`config.mk`:
```
export PLATFORM = sky130hd
export DESIGN_NAME = tef_timer_event_flags
export DESIGN_NICKNAME = d
export VERILOG_FILES = /design/src/hdl/tef_pkg.sv /design/src/hdl/tef_chan_event.sv /design/src/hdl/tef_timer_event_flags.sv
export SDC_FILE = /design/constraint.sdc
export NUM_CORES = 1
export LEC_CHECK = 0
export BUFFER_PORTS_ARGS = -buffer_cell sky130_fd_sc_hd__buf_2
export CORE_MARGIN = 4
export CORE_UTILIZATION = 30
export CTS_CLUSTER_SIZE = 30
export DETAILED_ROUTE_END_ITERATION = 10
export MAX_ROUTING_LAYER = met4
export PLACE_DENSITY = 0.51
export SKIP_CTS_REPAIR_TIMING = 1
export SLEW_MARGIN = 10
export SYNTH_ARGS = -nofsm -noshare
export SYNTH_HDL_FRONTEND = slang
export SYNTH_SLANG_ARGS = --single-unit
```
`constraint.sdc`:
```
create_clock -name i_clk -period 6.6 [get_ports i_clk]
set_clock_uncertainty 0.2 [all_clocks]
set_input_delay 0.99 -clock i_clk [delete_from_list [all_inputs] [get_ports i_clk]]
set_output_delay 0.99 -clock i_clk [all_outputs]
set_load 0.01 [all_outputs]
```
`src/hdl/tef_pkg.sv`:
```
// Purpose: Shared constants and types of the timer event-flag block.
// Assumes: One 20 MHz clock; registers reached over a plain strobe port.
// Notes:   Register indices and field positions live here only.

package tef_pkg;

    // ------------------------------------------------------------
    // Widths
    // ------------------------------------------------------------
    localparam int TEF_CNT_W = 16;
    localparam int TEF_ADDR_W = 4;
    localparam int TEF_DATA_W = 16;
    localparam int TEF_NCH = 2;
    localparam int TEF_NFLAG = TEF_NCH + 1;

    // ------------------------------------------------------------
    // Register indices
    // ------------------------------------------------------------
    localparam logic [TEF_ADDR_W-1:0] TEF_REG_CTRL = 4'h0;
    localparam logic [TEF_ADDR_W-1:0] TEF_REG_MOD = 4'h1;
    localparam logic [TEF_ADDR_W-1:0] TEF_REG_CNT = 4'h2;
    localparam logic [TEF_ADDR_W-1:0] TEF_REG_STATUS = 4'h3;
    localparam logic [TEF_ADDR_W-1:0] TEF_REG_CH_CTRL0 = 4'h4;
    localparam logic [TEF_ADDR_W-1:0] TEF_REG_CH_VAL0 = 4'h5;
    localparam logic [TEF_ADDR_W-1:0] TEF_REG_CH_STRIDE = 4'h2;

    // ------------------------------------------------------------
    // Field positions
    // ------------------------------------------------------------
    localparam int TEF_CTRL_RUN = 0;
    localparam int TEF_CTRL_CENTER = 1;
    localparam int TEF_CTRL_OVF_IE = 2;
    localparam int TEF_CTRL_DIR_DOWN = 3;
    localparam int TEF_CH_ELS_LO = 0;
    localparam int TEF_CH_ELS_HI = 1;
    localparam int TEF_CH_MODE_LO = 2;
    localparam int TEF_CH_MODE_HI = 3;
    localparam int TEF_CH_IE = 4;
    localparam int TEF_CH_CTRL_W = 5;
    localparam int TEF_STAT_OVF = 0;
    localparam int TEF_STAT_CH0 = 1;

    // ------------------------------------------------------------
    // Values
    // ------------------------------------------------------------
    localparam logic [TEF_CNT_W-1:0] TEF_CNT_ZERO = 16'h0000;
    localparam logic [TEF_CNT_W-1:0] TEF_CNT_FULL = 16'hFFFF;
    localparam logic [TEF_CNT_W-1:0] TEF_CNT_ONE = 16'h0001;
    localparam logic [TEF_DATA_W-1:0] TEF_RD_ZERO = 16'h0000;
    localparam logic [TEF_CH_CTRL_W-1:0] TEF_CH_CTRL_RST = 5'h00;

    // Channel behaviour chosen from mode bits and the center select
    typedef enum logic [1:0] {
        TEF_MODE_CAPTURE,
        TEF_MODE_COMPARE,
        TEF_MODE_EDGE_PWM,
        TEF_MODE_CENTER_PWM
    } tef_chmode_e;

endpackage

```
`src/hdl/tef_chan_event.sv`:
```
// Purpose: Event detector of one timer channel.
// Assumes: Input pin synchronous to i_clk; count advances one step per clock.
// Notes:   o_event is combinational; the top registers it into a flag.

module tef_chan_event (
    input wire logic i_clk,
    input wire logic i_arst_n,
    input wire logic i_run,
    input wire logic i_center,
    input wire logic [1:0] i_mode_sel,
    input wire logic i_els_hi,
    input wire logic i_els_lo,
    input wire logic i_pin,
    input wire logic [tef_pkg::TEF_CNT_W-1:0] i_count,
    input wire logic [tef_pkg::TEF_CNT_W-1:0] i_chval,
    output logic o_event,
    output logic o_capture
);

    // ------------------------------------------------------------
    // Mode decode
    // ------------------------------------------------------------
    tef_pkg::tef_chmode_e mode;
    logic pin_prev;
    logic rise;
    logic fall;
    logic edge_hit;
    logic match;

    always_comb begin
        if (i_center) begin
            mode = tef_pkg::TEF_MODE_CENTER_PWM;
        end else if (i_mode_sel[1]) begin
            mode = tef_pkg::TEF_MODE_EDGE_PWM;
        end else if (i_mode_sel[0]) begin
            mode = tef_pkg::TEF_MODE_COMPARE;
        end else begin
            mode = tef_pkg::TEF_MODE_CAPTURE;
        end
    end

    // ------------------------------------------------------------
    // Edge detection
    // ------------------------------------------------------------
    always_ff @(posedge i_clk or negedge i_arst_n) begin
        if (!i_arst_n) begin
            pin_prev <= 1'b0;
        end else begin
            pin_prev <= i_pin;
        end
    end

    assign rise = i_pin & ~pin_prev;
    assign fall = ~i_pin & pin_prev;

    always_comb begin
        unique case ({i_els_hi, i_els_lo})
            2'b00: edge_hit = 1'b0;
            2'b01: edge_hit = rise;
            2'b10: edge_hit = fall;
            2'b11: edge_hit = rise | fall;
        endcase
    end

    // Match only counts while the counter steps, so a held count gives no event
    assign match = i_run && (i_count == i_chval);

    always_comb begin
        o_capture = 1'b0;
        unique case (mode)
            tef_pkg::TEF_MODE_CAPTURE: begin
                o_event = edge_hit;
                o_capture = edge_hit;
            end
            tef_pkg::TEF_MODE_COMPARE: begin
                o_event = match;
            end
            tef_pkg::TEF_MODE_EDGE_PWM: begin
                o_event = match;
            end
            tef_pkg::TEF_MODE_CENTER_PWM: begin
                // Counter passes the value once up and once down per period
                o_event = match;
            end
        endcase
    end

endmodule

```
`src/hdl/tef_timer_event_flags.sv`:
```
// Purpose: Counter, overflow and channel event flags of a 16-bit timer.
// Assumes: Software reaches registers over a plain strobe port, data next cycle.
// Notes:   Flags clear by a read-while-set followed by a write of zero.

// Summary of operation
// - Outside center mode the overflow flag sets when the count rolls from modulo to zero.
// - With modulo zero the counter runs free and the flag sets on the roll from all ones.
// - In center mode the overflow flag sets when the count turns down at the modulo value.
// - In capture mode the two edge bits pick off, rising, falling or both edges.
// - In capture mode a selected edge on the pin sets the channel flag.
// - In compare mode every running cycle with count equal to the channel value sets the flag.
// - In edge PWM mode the flag sets when the count equals the channel value.
// - In center PWM mode the flag sets at both matches, counting up and counting down.
// - A flag clears by reading it set then writing zero; an event in between keeps it.
// - While a flag and its enable are set the interrupt request stays high.
// - In center mode the counter counts up to modulo then down to zero, repeatedly.
module tef_timer_event_flags (
    input wire logic i_clk,
    input wire logic i_arst_n,
    input wire logic [tef_pkg::TEF_ADDR_W-1:0] i_addr,
    input wire logic [tef_pkg::TEF_DATA_W-1:0] i_wdata,
    input wire logic i_wr,
    input wire logic i_rd,
    input wire logic [tef_pkg::TEF_NCH-1:0] i_ch_pin,
    output logic [tef_pkg::TEF_DATA_W-1:0] o_rdata,
    output logic o_irq
);

    // ------------------------------------------------------------
    // Declarations
    // ------------------------------------------------------------
    logic run;
    logic center_align_select;
    logic overflow_irq_enable;
    logic dir_down;
    logic [tef_pkg::TEF_CNT_W-1:0] modulo;
    logic [tef_pkg::TEF_CNT_W-1:0] count;
    logic [tef_pkg::TEF_CNT_W-1:0] next_count;
    logic next_dir_down;
    logic [tef_pkg::TEF_CNT_W-1:0] terminal;
    logic at_terminal;
    logic ovf_event;
    logic cnt_wr;
    logic [tef_pkg::TEF_CH_CTRL_W-1:0] ch_ctrl [tef_pkg::TEF_NCH];
    logic [tef_pkg::TEF_CNT_W-1:0] ch_val [tef_pkg::TEF_NCH];
    logic [tef_pkg::TEF_NCH-1:0] ch_event;
    logic [tef_pkg::TEF_NCH-1:0] ch_capture;
    logic [tef_pkg::TEF_NCH-1:0] channel_irq_enable;
    logic [tef_pkg::TEF_NFLAG-1:0] flag_event;
    logic [tef_pkg::TEF_NFLAG-1:0] flag;
    logic [tef_pkg::TEF_NFLAG-1:0] armed;
    logic [tef_pkg::TEF_NFLAG-1:0] flag_en;
    logic status_rd;
    logic status_wr;
    logic [tef_pkg::TEF_DATA_W-1:0] next_rdata;
    logic counter_overflow_flag;
    logic [tef_pkg::TEF_NCH-1:0] channel_event_flag;

    assign cnt_wr = i_wr && (i_addr == tef_pkg::TEF_REG_CNT);
    assign status_rd = i_rd && (i_addr == tef_pkg::TEF_REG_STATUS);
    assign status_wr = i_wr && (i_addr == tef_pkg::TEF_REG_STATUS);

    // ------------------------------------------------------------
    // Global control and modulo
    // ------------------------------------------------------------
    always_ff @(posedge i_clk or negedge i_arst_n) begin
        if (!i_arst_n) begin
            run <= 1'b0;
            center_align_select <= 1'b0;
            overflow_irq_enable <= 1'b0;
        end else if (i_wr && (i_addr == tef_pkg::TEF_REG_CTRL)) begin
            run <= i_wdata[tef_pkg::TEF_CTRL_RUN];
            center_align_select <= i_wdata[tef_pkg::TEF_CTRL_CENTER];
            overflow_irq_enable <= i_wdata[tef_pkg::TEF_CTRL_OVF_IE];
        end
    end

    always_ff @(posedge i_clk or negedge i_arst_n) begin
        if (!i_arst_n) begin
            modulo <= tef_pkg::TEF_CNT_ZERO;
        end else if (i_wr && (i_addr == tef_pkg::TEF_REG_MOD)) begin
            modulo <= i_wdata;
        end
    end

    // ------------------------------------------------------------
    // Main counter
    // ------------------------------------------------------------
    // Modulo zero means the full 16-bit range in up-counting mode
    assign terminal = (modulo == tef_pkg::TEF_CNT_ZERO) ? tef_pkg::TEF_CNT_FULL : modulo;
    assign at_terminal = (count == terminal);

    always_comb begin
        next_count = count;
        next_dir_down = dir_down;
        ovf_event = 1'b0;
        if (run) begin
            if (!center_align_select) begin
                next_dir_down = 1'b0;
                if (at_terminal) begin
                    next_count = tef_pkg::TEF_CNT_ZERO;
                    ovf_event = 1'b1;
                end else begin
                    next_count = count + tef_pkg::TEF_CNT_ONE;
                end
            end else if (!dir_down) begin
                // Modulo zero is unusable here: no turn point other than zero
                if (count == modulo) begin
                    next_dir_down = 1'b1;
                    next_count = count - tef_pkg::TEF_CNT_ONE;
                    ovf_event = 1'b1;
                end else begin
                    next_count = count + tef_pkg::TEF_CNT_ONE;
                end
            end else begin
                if (count == tef_pkg::TEF_CNT_ZERO) begin
                    next_dir_down = 1'b0;
                    next_count = count + tef_pkg::TEF_CNT_ONE;
                end else begin
                    next_count = count - tef_pkg::TEF_CNT_ONE;
                end
            end
        end
    end

    // Any write to the count register restarts it from zero counting up
    always_ff @(posedge i_clk or negedge i_arst_n) begin
        if (!i_arst_n) begin
            count <= tef_pkg::TEF_CNT_ZERO;
            dir_down <= 1'b0;
        end else if (cnt_wr) begin
            count <= tef_pkg::TEF_CNT_ZERO;
            dir_down <= 1'b0;
        end else begin
            count <= next_count;
            dir_down <= next_dir_down;
        end
    end

    // ------------------------------------------------------------
    // Channels
    // ------------------------------------------------------------
    generate
        for (genvar ch = 0; ch < tef_pkg::TEF_NCH; ch++) begin : g_ch
            localparam logic [tef_pkg::TEF_ADDR_W-1:0] CTRL_ADDR =
                tef_pkg::TEF_REG_CH_CTRL0 + tef_pkg::TEF_ADDR_W'(ch * tef_pkg::TEF_REG_CH_STRIDE);
            localparam logic [tef_pkg::TEF_ADDR_W-1:0] VAL_ADDR =
                tef_pkg::TEF_REG_CH_VAL0 + tef_pkg::TEF_ADDR_W'(ch * tef_pkg::TEF_REG_CH_STRIDE);

            always_ff @(posedge i_clk or negedge i_arst_n) begin
                if (!i_arst_n) begin
                    ch_ctrl[ch] <= tef_pkg::TEF_CH_CTRL_RST;
                end else if (i_wr && (i_addr == CTRL_ADDR)) begin
                    ch_ctrl[ch] <= i_wdata[tef_pkg::TEF_CH_CTRL_W-1:0];
                end
            end

            // A capture wins over a software write in the same cycle
            always_ff @(posedge i_clk or negedge i_arst_n) begin
                if (!i_arst_n) begin
                    ch_val[ch] <= tef_pkg::TEF_CNT_ZERO;
                end else if (ch_capture[ch]) begin
                    ch_val[ch] <= count;
                end else if (i_wr && (i_addr == VAL_ADDR)) begin
                    ch_val[ch] <= i_wdata;
                end
            end

            assign channel_irq_enable[ch] = ch_ctrl[ch][tef_pkg::TEF_CH_IE];

            tef_chan_event u_event (
                .i_clk(i_clk),
                .i_arst_n(i_arst_n),
                .i_run(run),
                .i_center(center_align_select),
                .i_mode_sel(ch_ctrl[ch][tef_pkg::TEF_CH_MODE_HI:tef_pkg::TEF_CH_MODE_LO]),
                .i_els_hi(ch_ctrl[ch][tef_pkg::TEF_CH_ELS_HI]),
                .i_els_lo(ch_ctrl[ch][tef_pkg::TEF_CH_ELS_LO]),
                .i_pin(i_ch_pin[ch]),
                .i_count(count),
                .i_chval(ch_val[ch]),
                .o_event(ch_event[ch]),
                .o_capture(ch_capture[ch])
            );
        end
    endgenerate

    // ------------------------------------------------------------
    // Event flags
    // ------------------------------------------------------------
    assign flag_event = {ch_event, ovf_event};
    assign flag_en = {channel_irq_enable, overflow_irq_enable};

    generate
        for (genvar f = 0; f < tef_pkg::TEF_NFLAG; f++) begin : g_flag
            // Reading the flag while set arms the clear; a new event disarms it
            always_ff @(posedge i_clk or negedge i_arst_n) begin
                if (!i_arst_n) begin
                    armed[f] <= 1'b0;
                end else if (flag_event[f]) begin
                    armed[f] <= 1'b0;
                end else if (status_rd && flag[f]) begin
                    armed[f] <= 1'b1;
                end else if (status_wr) begin
                    armed[f] <= 1'b0;
                end
            end

            // Set wins over a clear in the same cycle so no event is lost
            always_ff @(posedge i_clk or negedge i_arst_n) begin
                if (!i_arst_n) begin
                    flag[f] <= 1'b0;
                end else if (flag_event[f]) begin
                    flag[f] <= 1'b1;
                end else if (status_wr && armed[f] &&
                             !i_wdata[tef_pkg::TEF_STAT_OVF + f]) begin
                    flag[f] <= 1'b0;
                end
            end
        end
    endgenerate

    assign counter_overflow_flag = flag[tef_pkg::TEF_STAT_OVF];
    assign channel_event_flag = flag[tef_pkg::TEF_NFLAG-1:tef_pkg::TEF_STAT_CH0];

    // ------------------------------------------------------------
    // Interrupt request
    // ------------------------------------------------------------
    // Registered, so the request follows the flag by one cycle
    always_ff @(posedge i_clk or negedge i_arst_n) begin
        if (!i_arst_n) begin
            o_irq <= 1'b0;
        end else begin
            o_irq <= |(flag & flag_en);
        end
    end

    // ------------------------------------------------------------
    // Register read
    // ------------------------------------------------------------
    always_comb begin
        next_rdata = tef_pkg::TEF_RD_ZERO;
        unique case (i_addr)
            tef_pkg::TEF_REG_CTRL: begin
                next_rdata[tef_pkg::TEF_CTRL_RUN] = run;
                next_rdata[tef_pkg::TEF_CTRL_CENTER] = center_align_select;
                next_rdata[tef_pkg::TEF_CTRL_OVF_IE] = overflow_irq_enable;
                next_rdata[tef_pkg::TEF_CTRL_DIR_DOWN] = dir_down;
            end
            tef_pkg::TEF_REG_MOD: begin
                next_rdata = modulo;
            end
            tef_pkg::TEF_REG_CNT: begin
                next_rdata = count;
            end
            tef_pkg::TEF_REG_STATUS: begin
                next_rdata[tef_pkg::TEF_STAT_OVF] = counter_overflow_flag;
                next_rdata[tef_pkg::TEF_NFLAG-1:tef_pkg::TEF_STAT_CH0] = channel_event_flag;
            end
            tef_pkg::TEF_REG_CH_CTRL0: begin
                next_rdata[tef_pkg::TEF_CH_CTRL_W-1:0] = ch_ctrl[0];
            end
            tef_pkg::TEF_REG_CH_VAL0: begin
                next_rdata = ch_val[0];
            end
            tef_pkg::TEF_REG_CH_CTRL0 + tef_pkg::TEF_REG_CH_STRIDE: begin
                next_rdata[tef_pkg::TEF_CH_CTRL_W-1:0] = ch_ctrl[1];
            end
            tef_pkg::TEF_REG_CH_VAL0 + tef_pkg::TEF_REG_CH_STRIDE: begin
                next_rdata = ch_val[1];
            end
            default: begin
                next_rdata = tef_pkg::TEF_RD_ZERO;
            end
        endcase
    end

    // Data stand only in the cycle after the read strobe
    always_ff @(posedge i_clk or negedge i_arst_n) begin
        if (!i_arst_n) begin
            o_rdata <= tef_pkg::TEF_RD_ZERO;
        end else if (i_rd) begin
            o_rdata <= next_rdata;
        end else begin
            o_rdata <= tef_pkg::TEF_RD_ZERO;
        end
    end

endmodule
```
Word level (Yosys, flattened, before mapping)

Index checks and enable logic that the tools add are counted.

Flip-flop bits (word level): 103
Latch bits: 0
RAM bits: 0
ROM bits: 0
Word-level logic and storage cells: 150
Memories: 0

Add/sub/neg operators: 2
Multipliers: 0
Divide/modulo/power cells: 0
$lt $le $gt $ge: 0
Equality and inequality tests: 23
Shift-type cells: 0
Muxes and demuxes: 52
Bitwise gates (word level): 11
Reductions and logical operators: 42

Operators by type and width:

| kind                                                 | number |
|---|---|
| two-way mux 16 bit                                   | 13 |
| equality test 16 bit                                 | 4 |
| case mux 11 bit (4 select lines)                     | 1 |
| zero test 16 bit                                     | 2 |
| two-way mux 1 bit                                    | 27 |
| case mux 3 bit (8 select lines)                      | 1 |
| logical AND 1 bit                                    | 20 |
| adder 16 x 1 -> 16 bit (second input constant)       | 1 |
| equality test 2 bit (second input constant)          | 8 |
| equality test 4 x 3 -> 1 bit (second input constant) | 4 |
| subtractor 16 x 1 -> 16 bit (second input constant)  | 1 |
| nonzero test 2 bit                                   | 6 |
| nonzero test 3 bit                                   | 3 |
| OR reduction 3 bit                                   | 3 |
| equality test 2 x 1 -> 1 bit (second input constant) | 4 |
| equality test 4 x 2 -> 1 bit (second input constant) | 2 |
| zero test 2 bit                                      | 4 |
| two-way mux 2 bit                                    | 4 |
| case mux 1 bit (4 select lines)                      | 2 |
| case mux 1 bit (7 select lines)                      | 1 |
| case mux 1 bit (6 select lines)                      | 1 |
| AND 1 bit                                            | 4 |
| equality test 4 x 1 -> 1 bit (second input constant) | 1 |
| zero test 4 bit                                      | 1 |
| other kinds (5)                                      | 12 |

Longest topological paths before layout

Gate-level depths: netlist of the first run.

Depth after elaboration: 7
Mapped depth: 9
Gate-level depth less buffers: 8

Hierarchy

From an unflattened synthesis of the first run, not the netlist that was laid out.

Cell total of the unflattened synthesis: 607
Area total of the unflattened synthesis: 6099.6 sq um

Modules (own cells, without submodules):

| module                | times used | cells each | area each (sq um) |
|---|---|---|---|
| tef_timer_event_flags | 1          | 539        | 5489.0 |
| tef_chan_event        | 2          | 34         | 305.3 |

Worst setup path after synthesis of the first run

No wires, ideal clock.

Path type: input-to-reg
From: input i_addr[3] in the netlist's numbering
To: register count[3] in the netlist's numbering
Arrival time: 2592 ps
Data required time: 6256 ps
Path slack: 3663 ps
Stages on the path: 8
Cells stage by stage: clkbuf_1 nor3_1 nand2_1 nand2_1 a31oi_1 clkbuf_1 a21oi_1 a31oi_1

Word-level cells in the longest chain between the ends: 3

RTL lines:

| element                                                         | RTL line                     | RTL |
|---|---|---|
| start, declared                                                 | tef_timer_event_flags.sv:20  | `input wire logic [tef_pkg::TEF_ADDR_W-1:0] i_addr,` |
| equality test 4 x 2 -> 1 bit (*)                                | tef_timer_event_flags.sv:59  | `assign cnt_wr = i_wr && (i_addr == tef_pkg::TEF_REG_CNT);` |
| logical AND 1 bit (*)                                           | tef_timer_event_flags.sv:59  |  |
| two-way mux 16 bit / nonzero test 2 bit (equally long branches) | -                            |  |
| end signal, assigned                                            | tef_timer_event_flags.sv:129 | `count <= tef_pkg::TEF_CNT_ZERO;` |
| end signal, assigned                                            | tef_timer_event_flags.sv:132 | `count <= tef_pkg::TEF_CNT_ZERO;` |
| end signal, assigned                                            | tef_timer_event_flags.sv:135 | `count <= next_count;` |
| end, declared                                                   | tef_timer_event_flags.sv:37  | `logic [tef_pkg::TEF_CNT_W-1:0] count;` |

Mark *: on every way between the ends. The rest lies on a longest branch, timed or not.
A chain may end at the register's enable or synchronous reset.

Worst setup path in the final report of the first run

From: input i_addr[2] in the netlist's numbering
To: register ch_val[14] in the netlist's numbering

Word-level cells in the longest chain between the ends: 3

RTL lines:

| element                       | RTL line                     | RTL |
|---|---|---|
| equality test 4 x 3 -> 1 bit  | tef_timer_event_flags.sv:164 | `end else if (i_wr && (i_addr == VAL_ADDR)) begin` |
| logical AND 1 bit             | tef_timer_event_flags.sv:164 |  |
| nonzero test 2 bit (no line)  | -                            |  |
| end signal, assigned by index | tef_timer_event_flags.sv:161 | `ch_val[ch] <= tef_pkg::TEF_CNT_ZERO;` |
| end signal, assigned by index | tef_timer_event_flags.sv:163 | `ch_val[ch] <= count;` |
| end signal, assigned by index | tef_timer_event_flags.sv:165 | `ch_val[ch] <= i_wdata;` |
| end, declared                 | tef_timer_event_flags.sv:45  | `logic [tef_pkg::TEF_CNT_W-1:0] ch_val [tef_pkg::TEF_NCH];` |

No other way between the ends.

==> flow_summary.json, run 1 <==
{
  "portBuffers": 42,
  "io_pins": 43,
  "tns_ns": 0,
  "setup_violations": 0,
  "synth-adder-area-share_pct": 1.419,
  "synthArstFlopShare_pct": 100.0,
  "cts-root-buf": "clkbuf_16",
  "final_max_slew_viol_count": 0,
  "cts_sinks": 103,
  "final_antenna_net_count": 0,
  "start_kind": "primary input",
  "synthMuxAreaShare_pct": 13.87,
  "cts_tree": "done",
  "syn-num-nets": 673,
  "yosys.area_share.simple_pct": 18.59,
  "combPwrFrac_pct": 32.8,
  "period_minus_slack_ns": 3.985,
  "num_antenna_cells": 0,
  "grt_max_degree": 55,
  "synth-edff-count": 0,
  "vias": 5158,
  "ir_worst_vdd_uv": 152.0,
  "hpwl_mm": 13.54,
  "fin_crit_sh_pct": 60.38,
  "grt_antenna_before_repair": 0,
  "area_growth_pct": 11.60,
  "critPathArrivalTime_ns": 3.99,
  "worst_pin_slew_ns": 1.344,
  "dr.first_iter.drc_count": 573,
  "totalWireLength_mm": 18.76,
  "gr-total-overflow": 0,
  "critPathKind": "in -> reg",
  "place.gp.congestion": 0.9143,
  "power_leakage_nw": 2.980,
  "clkPwrFrac_pct": 21.2,
  "crit_required_ns": 6.61,
  "wl_per_cell_um": 20.15,
  "mostFrequentLayoutCell": "dfrtp_1",
  "die_h_um": 151.4,
  "p_seq_share_pct": 46.0,
  "p_sw_mw": 1.041,
  "dr.pass1.iters": 6,
  "fin_util_pct": 34.04,
  "finalNetCount": 689,
  "ctsLongestPathBuffers": 2,
  "drc": 0,
  "syn-instance-count": 640,
  "dieWidth_um": 151.4,
  "synth.distinct_cells": 58,
  "clock_latency_ns": 0.36,
  "synth_top_family_by_area": "simple AND/OR/NAND/NOR gates",
  "synth_area_per_cell_um2": 9.644,
  "detail_route.vias_per_cell": 5.540,
  "synth_compound_area_share_pct": 15.83,
  "num_rows": 52,
  "fillCellCount": 2043,
  "ys.flop_type": "dfrtp_1",
  "min_path_type": "reg -> reg",
  "synth_area_mm2": 0.006172,
  "grt_pass1_wl_mm": 29.44,
  "final_hold_viol_count": 0,
  "p_int_mw": 1.508,
  "yosys_warnings": 0,
  "start_util_pct": 30.50,
  "dieArea_mm2": 0.02293,
  "synth_xor_xnor_area_share_pct": 4.825,
  "ys_seq_elements": 103,
  "rsz0062_at_grt": "false",
  "drive_gt1_share_pct": 15.73,
  "cts.clk_slew.worst_paths_ns": 0.07,
  "path_max_fanout": 16,
  "grt_pass1_vias": 5064,
  "switching_share_pct": 40.85,
  "core_area_mm2": 0.02023,
  "power.density_mw_per_mm2": 370.2,
  "slew_headroom_pct": 10.06,
  "cp-end-kind": "flip-flop",
  "numCtsBuffers": 9,
  "timing.fmax_ghz": 0.2510,
  "status": "finished clean",
  "track_usage_pct": 17.17,
  "final_cell_mix": "103 x dfrtp_1, 59 x nand2_1, 48 x mux2i_1",
  "drv_cap": 0,
  "synth-seq-area-share_pct": 41.76,
  "cts_htree_levels": 3
}
[layer usage]
metal  up-vias  share of wire (%)  GRT usage [%]
li1       2386                  -              -
met4         0                1.7          4.442
met5         -                  0              -
met3        26                5.0          3.710
met1      2560                 47          23.76
met2       186                 46          25.58
[cells by family (layout without fill, tap and decap cells)]
logic type | after synthesis | count (layout)
simple gates | 213 | 213
compound gates | 146 | 146
flops | 103 | 103
mux | 81 | 81
buf+inv | 56 | 77
xor+xnor | 34 | 34
fa+ha+maj | 7 | 7
[critical path: stages]
cell      delay [ns]
buf_2           0.26
nand2b_1        0.16
nor2_1          1.04
nand2_1         1.00
mux2i_1         0.41
o21ai_0         0.11
[state kept, by name, indices dropped and copies added (netlist names), 2 cells and up]
name,flops
armed,3
ch_ctrl,10
ch_val,32
channel_event_flag,2
count,16
g_ch.u_event.pin_prev,2
modulo,16
o_rdata,16
[per-stage QoR]
step                cells  setup WS, ns  power (mW)  area [µm²]  hold WS (ns)
floorplan             640         3.663       1.711        6172        0.2760
global placement      915         2.549       1.981        6594        0.3005
detailed placement    915         2.389       2.006        6594        0.3164
CTS                   931         2.738       2.552        6883        0.3313
global route          931         2.480       2.708        6888        0.3569
finish                931         2.615       2.550        6888        0.3341
[cell usage after synthesis (3+ instances only)]
cell,count,area share [%]
o22ai_1,3,0.30
nor3_1,18,1.5
clkbuf_1,29,1.8
a22oi_1,31,3.8
a21oi_1,29,2.4
o21ai_0,35,2.8
ha_1,7,1.4
nand3_1,18,1.5
nand2_1,59,3.6
xor2_1,7,0.99
nand4b_1,4,0.57
xnor2_1,27,3.8
and3_1,5,0.51
nor2b_1,13,1.3
mux2i_1,48,7.8
a32oi_1,3,0.43
buf_1,7,0.43
buf_2,3,0.24
or3_1,3,0.30
a22o_1,3,0.43
a31oi_1,17,1.7
or3b_1,9,1.3
nor2_1,19,1.2
nand2b_1,28,2.8
nor4_1,12,1.2
nand4_1,16,1.6
dfrtp_1,103,42
mux2_2,32,5.8
inv_1,14,0.85
[layout make-up]
type / instances / area, µm² / share of cell area [%]
Sequential cell: 103 / 2577 / 37.42
Inverter: 14 / 52.55 / 0.7629
Clock buffer: 11 / 232.7 / 3.379
Multi-Input combinational cell: 481 / 3381 / 49.08
Clock inverter: 5 / 56.30 / 0.8174
Timing Repair Buffer: 47 / 250.2 / 3.633
Tap cell: 270 / 337.8 / 4.905
[final timing paths]
| check | from | to | slack (ns) | cells past startpoint |
|---|---|---|---|---|
| setup / recovery | i_addr[2] | ch_val[14] | 2.62 | 6 |
| hold / removal | armed[1] | armed[1] | 0.33 | 2 |
| setup reg to reg | count[6] | count[2] | 3.30 | 7 |
| hold reg to reg | armed[1] | armed[1] | 0.33 | 2 |
| max in group asynchronous | i_arst_n | o_rdata[3] | 4.59 | 2 |
| min in group asynchronous | i_arst_n | count[13] | 0.46 | 1 |
[power by group through the flow]
stage	registers, mW	logic (mW)	clock network, mW
after CTS	1.17	0.832	0.554
after floorplan	0.970	0.741	0
after global routing	1.20	0.927	0.579
final	1.17	0.837	0.540
after global placement	1.17	0.809	0
after detailed placement	1.18	0.828	0
No activity file was read; power rests on OpenSTA's default activity.
==> inputs of run 2 (changes only) <==
- ABC_AREA: unset -> 1
- clock period: 6.6 -> 4.1 ns (I/O delays scaled with it)
==> run 2 against run 1 <==
Clock power up 59%. Wire length up 18%. Critical path depth up 7. Non-clock buffer count up 7. Sequential power up 23%. Die area up 4.8%. Count of clock-buffer cells in the layout down 2. Combinational power up 47%. Highest routed layer unchanged. Sequential share of layout area down 1.4 points.
==> flow_summary.json, run 2 <==
{
  "yosysMostFrequentCell": "nand2_1",
  "start_util_pct": 30.66,
  "track_usage_pct": 18.98,
  "dieArea_mm2": 0.02403,
  "synth_top_area_share_pct": 39.75,
  "drc": 0,
  "cp-end-kind": "flip-flop",
  "yosys.area_share.simple_pct": 29.54,
  "num_rows": 53,
  "worst_pin_slew_ns": 0.9770,
  "tns_ns": 0,
  "dieWidth_um": 155.0,
  "synth-adder-area-share_pct": 1.351,
  "fin_util_pct": 33.78,
  "power.density_mw_per_mm2": 494.0,
  "ctsLongestPathBuffers": 2,
  "num_antenna_cells": 0,
  "start_kind": "flip-flop",
  "final_antenna_net_count": 0,
  "largest_reg_flops": 32,
  "rsz0062_at_grt": "false",
  "synth_xor_xnor_area_share_pct": 3.647,
  "slew_headroom_pct": 34.71,
  "cp_slowest_cell": "dfrtp_1",
  "finalNetCount": 942,
  "hpwl_mm": 15.94,
  "dr.first_iter.drc_count": 551,
  "grt_pass1_vias": 5993,
  "ys_seq_elements": 103,
  "place.gp.congestion": 0.9370,
  "syn-num-nets": 917,
  "crit_start": "count[5]",
  "grt_pass1_wl_mm": 34.47,
  "final_cell_mix": "228 x nand2_1, 106 x inv_1, 103 x dfrtp_1",
  "numCtsBuffers": 9,
  "timing.fmax_ghz": 0.3815,
  "critPathMaxStageDelay_ns": 0.66,
  "crit_chain": "clkinv_1, nand2_1, nand2_1, inv_1, nand3b_1, nor2_4, nand2_2, nand2_4, nand2_4, nand3_1, nand2_1, nand2_1, nand2_1",
  "dp_cells": 1173,
  "die_h_um": 155.0,
  "core_area_mm2": 0.02115,
  "grt_antenna_before_repair": 0,
  "drv_cap": 0,
  "synth_compound_area_share_pct": 14.61,
  "fin_crit_sh_pct": 63.93,
  "fillCellCount": 2279,
  "drive_gt1_share_pct": 11.61,
  "vias": 6187,
  "yosys_warnings": 0,
  "stdcell_count": 1188,
  "synthArstFlopShare_pct": 100.0,
  "critPathKind": "reg -> reg",
  "crit_required_ns": 4.15,
  "synth_area_leaders": "dfrtp_1 40%, nand2_1 13%, inv_1 6.1%",
  "grt_max_degree": 62,
  "cts_tree": "done",
  "setup_violations": 0,
  "synth_area_per_cell_um2": 7.336,
  "min_path_type": "in -> async",
  "final_max_slew_viol_count": 0,
  "cts-root-buf": "clkbuf_16",
  "netlist.top_cell.by_area": "dfrtp_1",
  "largest_register": "ch_val",
  "p_total_mw": 3.531,
  "portBuffers": 42,
  "crit_top_cell": "nand2_1",
  "wl_per_cell_um": 18.57,
  "cp_top_family": "simple AND/OR/NAND/NOR gates",
  "period_minus_slack_ns": 2.621,
  "path_buf_inv": 2,
  "gr-total-overflow": 0,
  "cts.clk_slew.worst_paths_ns": 0.08,
  "ys_top_cells_by_count": "228 x nand2_1, 106 x inv_1, 103 x dfrtp_1",
  "critPathArrivalTime_ns": 2.67,
  "area_growth_pct": 10.21,
  "synthMuxAreaShare_pct": 0,
  "clock_latency_ns": 0.36,
  "synth_area_mm2": 0.006485,
  "dr.pass1.iters": 5,
  "power_leakage_nw": 3.529,
  "synth-edff-count": 0,
  "status": "finished clean",
  "reg2reg_from": "count[5]",
  "ir_worst_vdd_uv": 282.0,
  "final_hold_viol_count": 0,
  "totalWireLength_mm": 22.06,
  "ys.flop_type": "dfrtp_1",
  "detail_route.vias_per_cell": 5.208,
  "path_max_fanout": 16,
  "synth.distinct_cells": 38,
  "synth_top_family_by_area": "simple AND/OR/NAND/NOR gates",
  "synth-seq-area-share_pct": 39.75,
  "syn-instance-count": 884,
  "mostFrequentLayoutCell": "nand2_1",
  "cts_sinks": 103,
  "io_pins": 43,
  "cts_htree_levels": 3
}
[run 2: cell types whose count changed after synthesis, moves of 17 or more]
cell,change
o22ai_1,+26
a22oi_1,-30
nand2b_1,-28
xnor2_1,-22
nand2_1,+169
mux2i_1,-48
mux2_2,-32
inv_1,+92
o221ai_1,+33
a31oi_1,-17
nor2_1,+77
nand3_1,+51
[run 2: final cells by class]
cell class	count	area, µm²	area share (%)
sequential	103	2577	36.06
clock inverter	6	55.05	0.7703
timing repair buffer	54	302.8	4.237
clock buffer	9	225.2	3.151
multi-input combinational	621	3187	44.59
tap	275	344.1	4.814
inverter	120	455.4	6.373
[run 2: cell families after synthesis]
logic type                 Yosys count
and+or+nand+nor                    444
AOI/OAI and AO/OA                  143
xor gates and xnor gates            27
adders and majority gates            7
DFF                                103
buffers and inverters              160
[run 2: final timing paths]
| kind | slack, ns | cells after the start | to |
|---|---|---|---|
| worst max-delay path | 1.48 | 13 | count[10] |
| worst min-delay path | 0.15 | 1 | o_rdata[2] |
| worst max register to register | 1.48 | 13 | count[10] |
| worst min register to register | 0.30 | 2 | ch_ctrl[8] |
| max in group asynchronous | 2.66 | 2 | count[13] |
| min in group i_clk | 0.18 | 1 | g_ch[0].u_event.pin_prev |
[run 2: stage by stage]
step           setup slack [ns]  cell area (µm²)  hold slack (ns)
4_1_cts                   1.499             7147           0.1775
3_5_place_dp              1.132             6867           0.2770
2_1_floorplan             1.967             6485           0.1194
3_3_place_gp              1.191             6867           0.2675
5_1_grt                   1.239             7147           0.1857
6_report                  1.479             7147           0.1525
[run 2: report_power, final]
| part | switching (mW) | internal [mW] | leakage, nW | total [mW] |
|---|---|---|---|---|
| combinational | 0.805 | 0.427 | 2.08 | 1.23 |
| clock | 0.441 | 0.420 | 0.132 | 0.861 |
| sequential | 0.210 | 1.23 | 1.32 | 1.44 |
| total | 1.46 | 2.08 | 3.53 | 3.53 |
[run 2: metal layers]
layer	track usage, %	routed length, µm	vias up
li1	-	-	2966
met1	25.61	9983	2938
met2	29.70	10190	244
met3	2.003	1344	39
met4	6.897	537	0
met5	-	0	-
